File: config.mk
export PLATFORM = sky130hd
export DESIGN_NAME = rclc_dev_flat
export DESIGN_NICKNAME = d
export VERILOG_FILES = /design/src/rclc_pkg.sv /design/src/rclc_if.sv /design/src/rclc_dev.sv /design/src/flat_wrapper.sv
export SDC_FILE = /design/constraint.sdc
export NUM_CORES = 1
export LEC_CHECK = 0
export BUFFER_PORTS_ARGS = -buffer_cell sky130_fd_sc_hd__buf_2
export CAP_MARGIN = 0
export CORE_MARGIN = 2
export CORE_UTILIZATION = 50
export CTS_CLUSTER_DIAMETER = 120
export DETAILED_ROUTE_END_ITERATION = 10
export GPL_TIMING_DRIVEN = 0
export PLACE_DENSITY = 0.76
export SLEW_MARGIN = 10
export SYNTH_ARGS = -nofsm -noshare
export SYNTH_HDL_FRONTEND = slang
export SYNTH_SLANG_ARGS = --single-unit
File: constraint.sdc
create_clock -name REF_CLK -period 4.9 [get_ports REF_CLK]
set_input_delay 0.245 -clock REF_CLK [delete_from_list [all_inputs] [get_ports REF_CLK]]
set_output_delay 0.245 -clock REF_CLK [all_outputs]
set_load 0.01 [all_outputs]
File: src/rclc_pkg.sv
// shared constants for the reset, calibration and loss-monitor register bank
package rclc_pkg;
  // ---------------------------------------------------------------
  // register offsets on the device register port
  // ---------------------------------------------------------------
  localparam logic [7:0] REG_RST_CAL = 8'h88;
  localparam logic [7:0] REG_LOS_HI = 8'h8a;
  localparam logic [7:0] REG_LOS_LO = 8'h8b;
  localparam logic [7:0] REG_NVM_REV = 8'hb9;
  // ---------------------------------------------------------------
  // fields and reset values
  // ---------------------------------------------------------------
  localparam int BIT_SOFT_RST = 7;
  localparam int BIT_CAL_START = 6;
  localparam int BIT_INPUT_LOSS_MONITOR_ENABLE_HI = 0;
  localparam int BIT_INPUT_LOSS_MONITOR_ENABLE_LO = 4;
  localparam logic [7:0] RST_RST_CAL = 8'h00;
  localparam logic [7:0] RST_LOS_HI = 8'h0f;
  localparam logic [7:0] RST_LOS_LO = 8'hff;
  // ---------------------------------------------------------------
  // loss monitor modes
  // ---------------------------------------------------------------
  localparam logic [1:0] LOS_OFF = 2'h0;
  localparam logic [1:0] LOS_SLOW = 2'h2;
  localparam logic [1:0] LOS_NORM = 2'h3;
  // ---------------------------------------------------------------
  // timing
  // ---------------------------------------------------------------
  localparam int CLK_HZ = 10_000_000;
  localparam int SOFT_RST_MS = 10;
  localparam int SOFT_RST_CYC = SOFT_RST_MS * (CLK_HZ / 1000);
  // host status / command register byte offsets (APB)
  localparam logic [7:0] APB_CMD = 8'h00;
  localparam logic [7:0] APB_WDATA = 8'h04;
  localparam logic [7:0] APB_RDATA = 8'h08;
  localparam logic [7:0] APB_STAT = 8'h0c;
  localparam int CMD_GO = 31;
  localparam int CMD_WR = 30;
  localparam int CMD_CAL = 29;
  localparam int CMD_SRST = 28;
endpackage : rclc_pkg

File: src/rclc_if.sv
// register port joining host controller and device register bank
`timescale 1ns/1ps
interface rclc_if;
  logic req;
  logic wr;
  logic [7:0] addr;
  logic [7:0] wdata;
  logic [7:0] rdata;
  logic ack;
  modport host (output req, output wr, output addr, output wdata, input rdata, input ack);
  modport dev (input req, input wr, input addr, input wdata, output rdata, output ack);
endinterface : rclc_if

File: src/rclc_dev.sv
// device end: reset, calibration, speed grade and loss-monitor registers
//
// Implementation choice: the rclc_if register port to the registers; APB is in rclc_host.
`timescale 1ns/1ps
module rclc_dev #(
  parameter int SOFT_RST_CYCLES = rclc_pkg::SOFT_RST_CYC,
  parameter int CAL_CYCLES = 64,
  parameter int LOS_NORM_CNT = 4,
  parameter int LOS_SLOW_CNT = 16,
  parameter logic [1:0] SPEED_GRADE = 2'h0,
  parameter logic [7:0] NVM_REVISION = 8'h00 // arbitrary value
) (
  input wire logic REF_CLK, // block clock
  input wire logic RST, // synchronous reset, active high
  rclc_if.dev PORT, // register port
  input wire logic [31:0] PENDING_DIV, // divider/rate/bandwidth settings written
  input wire logic REF_ACTIVITY, // reference clock activity pin
  output logic [31:0] APPLIED_DIV, // settings in force
  output logic CLK_OUT_EN, // clock outputs enabled
  output logic LOSS_OF_LOCK, // loss of lock alarm
  output logic LOSS_OF_SIGNAL // reference loss alarm
);
  // ---------------------------------------------------------------
  // reset sequencing
  // ---------------------------------------------------------------
  logic [31:0] srst_cnt_ff;
  logic srst_busy_ff;
  logic int_rst;
  logic soft_req;
  logic port_take;
  // a request is taken once, on the edge that raises ack; the host keeps it
  // standing one more cycle while it sees ack, and that cycle must not act again
  assign port_take = PORT.req && !PORT.ack && !srst_busy_ff;
  assign soft_req = port_take && PORT.wr && PORT.addr == rclc_pkg::REG_RST_CAL
                    && PORT.wdata[rclc_pkg::BIT_SOFT_RST];
  always_ff @(posedge REF_CLK) begin
    if (RST) begin
      srst_busy_ff <= 1'b0;
      srst_cnt_ff <= '0;
    end else if (soft_req) begin
      srst_busy_ff <= 1'b1;
      srst_cnt_ff <= '0;
    end else if (srst_busy_ff) begin
      srst_cnt_ff <= srst_cnt_ff + 32'h0000_0001;
      if (srst_cnt_ff >= 32'(SOFT_RST_CYCLES - 1)) srst_busy_ff <= 1'b0;
    end
  end
  // internal logic held in reset for the whole soft reset window
  assign int_rst = RST || srst_busy_ff;
  // ---------------------------------------------------------------
  // registers
  // ---------------------------------------------------------------
  logic los_hi_ff;
  logic los_lo_ff;
  logic [1:0] los_mode;
  logic port_wr;
  assign port_wr = port_take && PORT.wr;
  always_ff @(posedge REF_CLK) begin
    if (int_rst) begin
      los_hi_ff <= rclc_pkg::RST_LOS_HI[rclc_pkg::BIT_INPUT_LOSS_MONITOR_ENABLE_HI];
      los_lo_ff <= rclc_pkg::RST_LOS_LO[rclc_pkg::BIT_INPUT_LOSS_MONITOR_ENABLE_LO];
    end else if (port_wr) begin
      if (PORT.addr == rclc_pkg::REG_LOS_HI)
        los_hi_ff <= PORT.wdata[rclc_pkg::BIT_INPUT_LOSS_MONITOR_ENABLE_HI];
      if (PORT.addr == rclc_pkg::REG_LOS_LO)
        los_lo_ff <= PORT.wdata[rclc_pkg::BIT_INPUT_LOSS_MONITOR_ENABLE_LO];
    end
  end
  assign los_mode = {los_hi_ff, los_lo_ff};
  // ---------------------------------------------------------------
  // calibration
  // ---------------------------------------------------------------
  typedef enum logic [1:0] {CAL_IDLE, CAL_RUN} rclc_cal_t;
  rclc_cal_t cal_ff;
  logic [15:0] cal_cnt_ff;
  logic lol_ff;
  logic cal_done_once_ff;
  logic cal_req;
  assign cal_req = port_wr && PORT.addr == rclc_pkg::REG_RST_CAL
                   && PORT.wdata[rclc_pkg::BIT_CAL_START]
                   && !PORT.wdata[rclc_pkg::BIT_SOFT_RST];
  logic cal_go;
  logic cal_end;
  assign cal_go = cal_ff == CAL_IDLE && cal_req;
  assign cal_end = cal_ff == CAL_RUN && cal_cnt_ff >= 16'(CAL_CYCLES - 1);
  always_ff @(posedge REF_CLK) begin
    if (int_rst) begin
      cal_ff <= CAL_IDLE;
      cal_cnt_ff <= '0;
    end else begin
      case (cal_ff)
        CAL_IDLE: begin
          if (cal_req) begin
            cal_ff <= CAL_RUN;
            cal_cnt_ff <= '0;
          end
        end
        CAL_RUN: begin
          cal_cnt_ff <= cal_cnt_ff + 16'h0001;
          if (cal_end) cal_ff <= CAL_IDLE;
        end
        default: cal_ff <= CAL_IDLE;
      endcase
    end
  end
  // lock stays lost from the start bit to the end of the sequence, so the
  // host can poll this one alarm to learn when the outputs are usable
  always_ff @(posedge REF_CLK) begin
    if (int_rst) begin
      lol_ff <= 1'b1;
    end else if (cal_go) begin
      lol_ff <= 1'b1;
    end else if (cal_end) begin
      lol_ff <= 1'b0;
    end
  end
  always_ff @(posedge REF_CLK) begin
    if (int_rst) begin
      cal_done_once_ff <= 1'b0;
    end else if (cal_end) begin
      cal_done_once_ff <= 1'b1;
    end
  end
  // new settings are held back until a calibration starts
  always_ff @(posedge REF_CLK) begin
    if (int_rst) begin
      APPLIED_DIV <= '0;
    end else if (cal_go) begin
      APPLIED_DIV <= PENDING_DIV;
    end
  end
  assign LOSS_OF_LOCK = lol_ff;
  assign CLK_OUT_EN = cal_done_once_ff && !srst_busy_ff;
  // ---------------------------------------------------------------
  // loss of signal monitor
  // ---------------------------------------------------------------
  logic act_s1_ff;
  logic act_s2_ff;
  logic act_prev_ff;
  logic [7:0] idle_cnt_ff;
  logic los_ff;
  logic [7:0] limit;
  always_ff @(posedge REF_CLK) begin
    act_s1_ff <= REF_ACTIVITY;
    act_s2_ff <= act_s1_ff;
  end
  // slow mode needs a longer quiet spell before it alarms
  assign limit = (los_mode == rclc_pkg::LOS_SLOW) ? 8'(LOS_SLOW_CNT) : 8'(LOS_NORM_CNT);
  always_ff @(posedge REF_CLK) begin
    if (int_rst) begin
      act_prev_ff <= 1'b0;
      idle_cnt_ff <= '0;
      los_ff <= 1'b0;
    end else begin
      act_prev_ff <= act_s2_ff;
      if (los_mode != rclc_pkg::LOS_NORM && los_mode != rclc_pkg::LOS_SLOW) begin
        idle_cnt_ff <= '0;
        los_ff <= 1'b0;
      end else if (act_prev_ff != act_s2_ff) begin
        idle_cnt_ff <= '0;
        los_ff <= 1'b0;
      end else if (idle_cnt_ff >= limit) begin
        los_ff <= 1'b1;
      end else begin
        idle_cnt_ff <= idle_cnt_ff + 8'h01;
      end
    end
  end
  assign LOSS_OF_SIGNAL = los_ff;
  // ---------------------------------------------------------------
  // read path
  // ---------------------------------------------------------------
  logic [7:0] nxt_rdata;
  // reserved bits read back their reset pattern; only the live bits vary
  always_comb begin
    case (PORT.addr)
      // start and reset bits always read 0: both clear themselves
      rclc_pkg::REG_RST_CAL:
        nxt_rdata = {rclc_pkg::RST_RST_CAL[7:2], SPEED_GRADE};
      rclc_pkg::REG_LOS_HI:
        nxt_rdata = {rclc_pkg::RST_LOS_HI[7:1], los_hi_ff};
      rclc_pkg::REG_LOS_LO:
        nxt_rdata = {rclc_pkg::RST_LOS_LO[7:5], los_lo_ff, rclc_pkg::RST_LOS_LO[3:0]};
      rclc_pkg::REG_NVM_REV: nxt_rdata = NVM_REVISION;
      default: nxt_rdata = 8'h00;
    endcase
  end
  always_ff @(posedge REF_CLK) begin
    if (int_rst) begin
      PORT.rdata <= '0;
      PORT.ack <= 1'b0;
    end else begin
      PORT.ack <= port_take;
      PORT.rdata <= nxt_rdata;
    end
  end
endmodule : rclc_dev

File: src/flat_wrapper.sv
// flat-port wrapper written by rule: the top's interface ports become plain ports
module rclc_dev_flat 
#(
  parameter int SOFT_RST_CYCLES = rclc_pkg::SOFT_RST_CYC,
  parameter int CAL_CYCLES = 64,
  parameter int LOS_NORM_CNT = 4,
  parameter int LOS_SLOW_CNT = 16,
  parameter logic [1:0] SPEED_GRADE = 2'h0,
  parameter logic [7:0] NVM_REVISION = 8'h00                   
)
  (REF_CLK, RST, PENDING_DIV, REF_ACTIVITY, APPLIED_DIV, CLK_OUT_EN, LOSS_OF_LOCK, LOSS_OF_SIGNAL, PORT_req, PORT_wr, PORT_addr, PORT_wdata, PORT_rdata, PORT_ack);
  rclc_if PORT_i ();
  input wire logic REF_CLK;
  input wire logic RST;
  input wire logic [31:0] PENDING_DIV;
  input wire logic REF_ACTIVITY;
  output logic [31:0] APPLIED_DIV;
  output logic CLK_OUT_EN;
  output logic LOSS_OF_LOCK;
  output logic LOSS_OF_SIGNAL;
  input wire logic [$bits(PORT_i.req)-1:0] PORT_req;
  input wire logic [$bits(PORT_i.wr)-1:0] PORT_wr;
  input wire logic [$bits(PORT_i.addr)-1:0] PORT_addr;
  input wire logic [$bits(PORT_i.wdata)-1:0] PORT_wdata;
  output wire logic [$bits(PORT_i.rdata)-1:0] PORT_rdata;
  output wire logic [$bits(PORT_i.ack)-1:0] PORT_ack;
  assign PORT_i.req = PORT_req;
  assign PORT_i.wr = PORT_wr;
  assign PORT_i.addr = PORT_addr;
  assign PORT_i.wdata = PORT_wdata;
  assign PORT_rdata = PORT_i.rdata;
  assign PORT_ack = PORT_i.ack;
  rclc_dev #(.SOFT_RST_CYCLES(SOFT_RST_CYCLES), .CAL_CYCLES(CAL_CYCLES), .LOS_NORM_CNT(LOS_NORM_CNT), .LOS_SLOW_CNT(LOS_SLOW_CNT), .SPEED_GRADE(SPEED_GRADE), .NVM_REVISION(NVM_REVISION)) u_core (.REF_CLK(REF_CLK), .RST(RST), .PORT(PORT_i), .PENDING_DIV(PENDING_DIV), .REF_ACTIVITY(REF_ACTIVITY), .APPLIED_DIV(APPLIED_DIV), .CLK_OUT_EN(CLK_OUT_EN), .LOSS_OF_LOCK(LOSS_OF_LOCK), .LOSS_OF_SIGNAL(LOSS_OF_SIGNAL));
endmodule
==> results of run 1 <==
==> stage by stage <==
stage	hold slack [ns]	power (mW)	cell area, um2	std cells	utilization [%]
finish	0.07630	1.368	5005	711	60.91
detailed placement	0.3136	0.9090	4816	695	58.61
global placement	0.3148	0.9085	4816	695	58.61
floorplan	0.2727	0.8817	4224	498	-
global route	0.07569	1.420	5005	711	60.91
CTS	0.06670	1.379	4999	711	60.83
==> power groups by stage <==
stage	logic [mW]	clock network, mW	registers (mW)
2_1_floorplan	0.0209	0	0.861
3_3_place_gp	0.0478	0	0.861
3_5_place_dp	0.0482	0	0.861
4_1_cts	0.0492	0.488	0.841
5_1_grt	0.0542	0.524	0.842
6_report	0.0487	0.478	0.841
==> cells in the final DEF (no fill, tap or decap), drive strengths merged <==
cell type and instances:
dlygate4sd3 1, or4 1, xnor2 8, a21oi 38, nand2 86, nand3 28, and3 5, clkinv 4
o21ai 2, nor3 5, o21ba 1, a22o 1, nand3b 1, and2 5, nor4b 1, mux2i 4
o31ai 5, buf 107, nor4 15, a2111oi 1, nand4 25, o21a 2, clkbuf 21, and4 4
or2 6, ha 6, clkinvlp 1, inv 11, nand2b 5, nor3b 1, xor2 31, o211ai 1
or4b 2, nor2 61, nor2b 4, dfxtp 103, a22oi 2, nand4bb 1
==> cell type report <==
class                      count  area, um2
fill                         717       3212
sequential                   103       2062
multi-input combinational    358       2003
timing repair buffer          93      470.5
clock buffer                  10      137.6
tap                          105      131.4
buffer                        26      123.9
inverter                      11      41.29
clock inverter                 5      35.03
==> flip-flops by register name (all words and copies together) (netlist names) <==
name                     cells
u_core.APPLIED_DIV          32
u_core.LOSS_OF_LOCK          1
u_core.LOSS_OF_SIGNAL        1
u_core.PORT.ack              1
u_core.PORT.rdata            4
u_core.act_prev_ff           1
u_core.act_s1_ff             1
u_core.act_s2_ff             1
u_core.cal_cnt_ff           16
u_core.cal_done_once_ff      1
u_core.cal_ff                1
u_core.idle_cnt_ff           8
u_core.los_hi_ff             1
u_core.los_lo_ff             1
u_core.srst_busy_ff          1
u_core.srst_cnt_ff          32
==> final timing paths <==
path | from | to | slack [ns] | cells after the start
setup / recovery | u_core.srst_busy_ff$_SDFF_PP0_ | u_core.srst_cnt_ff[16]$_SDFFE_PP0P_ | 2.42 | 6
hold / removal | RST | u_core.srst_busy_ff$_SDFF_PP0_ | 0.08 | 2
setup reg to reg | u_core.srst_busy_ff$_SDFF_PP0_ | u_core.srst_cnt_ff[16]$_SDFFE_PP0P_ | 2.42 | 6
hold reg to reg | u_core.act_s1_ff$_DFF_P_ | u_core.act_s2_ff$_DFF_P_ | 0.33 | 0
==> worst max-delay path: stages (launching register included) <==
cell	delay [ns]
dfxtp_1	0.33
clkbuf_1	0.39
nand3_1	0.24
nor4_2	0.88
nand3_1	0.22
xor2_1	0.21
nor2_1	0.07
==> cell families (layout without fill, tap and decap cells) <==
| family | after synthesis | count (layout) | synth area share, % |
|---|---|---|---|
| flip-flops | 103 | 103 | 48.82 |
| AO/OA/AOI/OAI | 53 | 53 | 7.168 |
| buffers and inverters | 37 | 145 | 3.910 |
| XOR/XNOR | 39 | 39 | 8.087 |
| adder cells (fa/ha/maj) | 6 | 6 | 1.777 |
| AND/OR/NAND/NOR | 256 | 256 | 29.29 |
| multiplexers | 4 | 4 | 0.9479 |
==> per-layer routing <==
metal | share of wire [%] | vias to the layer above
met4 | 1.6 | 0
met1 | 44 | 1721
li1 | - | 1896
met2 | 52 | 54
met3 | 2.8 | 13
met5 | 0 | -
==> implementation parameters, run 1 <==
Parameter                              Value

Run status
  Result of the run    finished, final reports clean

Synth
  Cell variety after synth    42
  Main area contributors after synthesis    dfxtp_1 (49%), nand2_1 (7.6%), xor2_1 (6.4%)
  Syn avg cell area    8.482 um2
  Number of nets in the synthesized netlist    557
  Post-synth design cell area    0.004224 mm2
  Async SR Flop Fraction    0%
  Cells after Synth    498
  Most frequent cell after synthesis    dfxtp_1
  Sequential share of the synthesized area    48.82%
  Most used flip-flop cell after synthesis    dfxtp_1
  Proportion of netlist area held by the largest area contributor    48.82%
  Number of enable flip-flop cells after synthesis    0
  Total of warnings raised by yosys    0
  Top post-synthesis cells by count    dfxtp_1 (103), nand2_1 (86), nor2_1 (60)
  Top cell type by total area after synthesis    dfxtp_1
  Count of state elements after synthesis    103

Routing
  Final WL    9063 um
  Wire length per cell    12.75 um
  Average via count per standard cell    5.181
  Routed via count    3684
  First-iteration detailed-routing DRC count    175
  Residual DRC    0
  DRT antenna net count    0
  Pre-Repair DR Iteration Count    4

Power and ir drop
  Internal    1.057 mW
  Power per unit of standard cell area    273.3 mW/mm2
  Sw Share    22.70%
  Clock share of power    34.9%
  Portion of total power attributed to sequential cells    61.5%
  Power share of the combinational group    3.6%
  Reported leakage power    2.009 nW
  Net switching power    310.5 uW
  Worst-case vdd ir drop    0.1216 mV

Place
  RePlAce Congestion    0.8439
  Port bufs    92
  Placed wire-length estimate after detailed placement    6682 um
  Post-placement worst setup slack    2.469 ns

CTS
  Clock tree from TritonCTS    built
  Clock transition at the register clock pins on the worst setup and hold paths after CTS    0.09 ns
  Insertion delay of the later-clocked pin in the worst-skew pair    0.36 ns
  Library cell used as clock root buffer    clkbuf_8
  Clock buffer count from CTS    9
  Clk buf depth    2
  Number of levels in the clock H-tree    3
  Clock sink count    103
  Number of buffers inserted by post-CTS setup repair    0
  Post-cts sizing count    0
  Quantity of hold-fixing buffers added after cts    1

STA
  Setup repair after global routing missed its margin    false
  Slew headroom    35.02%
  Final period util    50.54%
  Largest clock skew in the final design    0.01010 ns
  Number of max-slew violations in the final report    0
  Maximum operating frequency    403.8 MHz
  Pin slew with the least headroom to its limit    0.9667 ns
  Final setup margin    2.424 ns
  Final Hold Viols    0
  Total negative setup slack    0 ns
  Post-layout minimum cycle time    2.477 ns
  Total setup violations reported at the end of the flow    0

Global routing
  Met3 Resource Use GR    3.524%
  Remaining global-route overflow    0
  Met2 usage    35.37%
  GRT Max-Usage Layer    met2
  Pin count of the biggest net entering global routing    17
  Met1 layer usage reported by global route    24.64%
  Number of global-route vias before repair    3341
  Wire length of the first global-routing pass    14790 um
  Antenna violations before repair    0
  Overall Global Routing Usage    20.32%

Worst setup path
  Startpoint kind of the worst setup timing path    flop
  Sort of element at the end of the critical path    flop
  CP max FO    10
  Type of the worst setup path    flop to flop
  Data required time of the worst path    5.13 ns
  Signal arrival time at the worst endpoint    2.71 ns

Worst hold path
  Class of the tightest hold or removal check    input port to flop

Floorplanning
  Total Die Area    0.009200 mm2
  Horizontal extent of the die    95.92 um
  Row count    33
  Total I/O pin count    97
  Overall die height    95.92 um
  Initial standard-cell utilization of the core    51.41%
  Area inside the core boundary    0.008217 mm2

Final layout
  Number of antenna repair diodes    0
  Proportion of layout cells with a drive suffix above 1    21.62%
  Relative area change from synthesis to final layout    18.48%
  Final layout net count    661

Job
  Max_cap viols    0
Note: power is estimated with default switching activity, not from simulation.
==> run 2: changes to the inputs <==
Settings changed: CORE_UTILIZATION 50 to 48.
Clock period 4.9 ns to 2.2 ns, I/O delays scaled along.
==> implementation parameters, run 2 (synthesis results as in run 1) <==
Parameter                              Value

Place
  Post-placement worst setup slack    -0.2370 ns (was 2.469 ns)
  Port bufs    92 (unchanged)
  RePlAce Congestion    0.8621 (was 0.8439)
  Placed instance area    0.004820 mm2 (was 0.004816 mm2)
  Placed wire-length estimate after detailed placement    7051 um (was 6682 um)

Final layout
  Number of antenna repair diodes    0 (unchanged)
  Final layout net count    699 (was 661)
  Most common library cell in the layout ignoring fill and taps    dfxtp_1 (unchanged)
  Filler cells    715 (was 717)
  Final Instance Area    0.005446 mm2 (was 0.005005 mm2)
  Relative area change from synthesis to final layout    28.94% (was 18.48%)
  Top library cells by usage in the layout, fill and taps aside    dfxtp_1 (103), buf_2 (101), nand2_1 (86) (unchanged)
  Biggest regs    u_core.APPLIED_DIV x32, u_core.srst_cnt_ff x32, u_core.cal_cnt_ff x16 (unchanged)
  Proportion of layout cells with a drive suffix above 1    21.09% (was 21.62%)
  Sequential standard cell area    0.002062 mm2 (unchanged)
  Multi-input gate area    0.002034 mm2 (was 0.002003 mm2)

Worst setup path
  Sort of element at the end of the critical path    flop (unchanged)
  Startpoint kind of the worst setup timing path    flop (unchanged)
  CP max FO    10 (unchanged)
  Type of the worst setup path    flop to flop (unchanged)
  Data required time of the worst path    2.49 ns (was 5.13 ns)
  Delay of the slowest cell on the worst path    0.52 ns (was 0.88 ns)
  Critical path, cell by cell    nand4bb_4, or4_4, nor2_2, buf_2, nand2_1, a21oi_1 (was clkbuf_1, nand3_1, nor4_2, nand3_1, xor2_1, nor2_1)
  Crit path max-delay cell type    or4_4 (was nor4_2)
  Signal arrival time at the worst endpoint    2.33 ns (was 2.71 ns)
  Register-to-register setup slack    0.16 ns (was 2.42 ns)

Routing
  DRT antenna net count    0 (unchanged)
  Average via count per standard cell    5.195 (was 5.181)
  Pre-Repair DR Iteration Count    6 (was 4)
  Wire length per cell    13.91 um (was 12.75 um)
  Routed via count    3912 (was 3684)
  Final WL    10480 um (was 9063 um)
  Residual DRC    0 (unchanged)
  First-iteration detailed-routing DRC count    115 (was 175)

Global routing
  Wire length of the first global-routing pass    17370 um (was 14790 um)
  Pin count of the biggest net entering global routing    21 (was 17)
  Remaining global-route overflow    0 (unchanged)
  Overall Global Routing Usage    21.93% (was 20.32%)
  Number of global-route vias before repair    3827 (was 3341)
  Antenna violations before repair    0 (unchanged)

STA
  Total setup violations reported at the end of the flow    0 (unchanged)
  Number of max-slew violations in the final report    0 (unchanged)
  Largest clock skew in the final design    0.01621 ns (was 0.01010 ns)
  Final setup margin    0.1585 ns (was 2.424 ns)
  Pin slew with the least headroom to its limit    0.8036 ns (was 0.9667 ns)
  Worst hold margin    0.03242 ns (was 0.07630 ns)
  Final Hold Viols    0 (unchanged)
  Post-layout minimum cycle time    2.041 ns (was 2.477 ns)
  Setup repair after global routing missed its margin    false (unchanged)
  Maximum operating frequency    489.8 MHz (was 403.8 MHz)
  Slew headroom    45.98% (was 35.02%)
  Final period util    92.79% (was 50.54%)
  Total negative setup slack    0 ns (unchanged)

Floorplanning
  Horizontal extent of the die    97.81 um (was 95.92 um)
  Total Die Area    0.009567 mm2 (was 0.009200 mm2)
  Initial standard-cell utilization of the core    48.91% (was 51.41%)
  Overall die height    97.81 um (was 95.92 um)
  Total I/O pin count    97 (unchanged)
  Row count    34 (was 33)
  Area inside the core boundary    0.008636 mm2 (was 0.008217 mm2)

CTS
  Library cell used as clock root buffer    clkbuf_8 (unchanged)
  Clock transition at the register clock pins on the worst setup and hold paths after CTS    0.12 ns (was 0.09 ns)
  Clock tree from TritonCTS    built (unchanged)
  Clock sink count    103 (unchanged)
  Clk buf depth    2 (unchanged)
  Insertion delay of the later-clocked pin in the worst-skew pair    0.38 ns (was 0.36 ns)
  Number of levels in the clock H-tree    3 (unchanged)
  Number of buffers inserted by post-CTS setup repair    0 (unchanged)
  Clock buffer count from CTS    9 (unchanged)

Job
  Max_cap viols    0 (unchanged)

Power and ir drop
  Reported leakage power    2.202 nW (was 2.009 nW)
  Worst-case vdd ir drop    0.3046 mV (was 0.1216 mV)
  Power per unit of standard cell area    592.4 mW/mm2 (was 273.3 mW/mm2)

Run status
  Result of the run    finished, final reports clean (unchanged)

Worst hold path
  Class of the tightest hold or removal check    input port to flop (unchanged)
## run 2: critical path, delay by kind of cell (launching register included)
family	cells	cell delay, ns
AO/OA/AOI/OAI	1	0.19
buffers and inverters	1	0.29
flip-flops	1	0.34
AND/OR/NAND/NOR	4	1.13
## run 2: cell type report
type | count | share of cell area (%)
sequential | 103 | 37.86
clock buffer | 9 | 2.274
inverter | 11 | 0.7581
timing repair buffer | 131 | 15.62
multi-input combinational | 358 | 37.35
buffer | 26 | 2.320
tap | 108 | 2.481
clock inverter | 7 | 1.332
## run 2: power by group
part	leakage, nW	internal [mW]	switching [mW]
sequential	0.831	1.87	0.00383
clock	0.0974	0.450	0.733
combinational	1.27	0.0947	0.0745
total	2.20	2.42	0.811
## run 2: repair_timing
action | CTS | global route
hold buffers | 39 | 0
resized for setup | 4 | 2
cloned | 0 | 0
pin swaps | 0 | 0
endpoints found under the hold margin | 38 | 0
setup endpoints to repair | 19 | 32
## run 2: final timing paths
kind	startpoint	end	depth (start not counted)
setup reg to reg	u_core.PORT.ack$_SDFF_PP0_	u_core.APPLIED_DIV[25]$_SDFFE_PP0P_	6
hold / removal	PORT_addr[1]	u_core.los_hi_ff$_SDFFE_PP1P_	3
setup / recovery	u_core.PORT.ack$_SDFF_PP0_	u_core.APPLIED_DIV[25]$_SDFFE_PP0P_	6
hold reg to reg	u_core.act_s1_ff$_DFF_P_	u_core.act_s2_ff$_DFF_P_	0
## run 2: stage by stage
stage               util, %  power (mW)  instances
floorplan                 -       1.964        498
global placement      55.81       2.024        698
detailed placement    55.81       2.027        698
CTS                   62.81       3.238        753
global route          63.07       3.339        753
finish                63.07       3.226        753
## run 2: metal layers
| layer | vias to the layer above | global-route usage, % | part of all wire [%] |
|---|---|---|---|
| li1 | 1978 | - | - |
| met1 | 1822 | 26.72 | 43 |
| met2 | 97 | 38.30 | 51 |
| met3 | 15 | 3.078 | 3.6 |
| met4 | 0 | 10.36 | 2.0 |
| met5 | - | 0 | 0 |
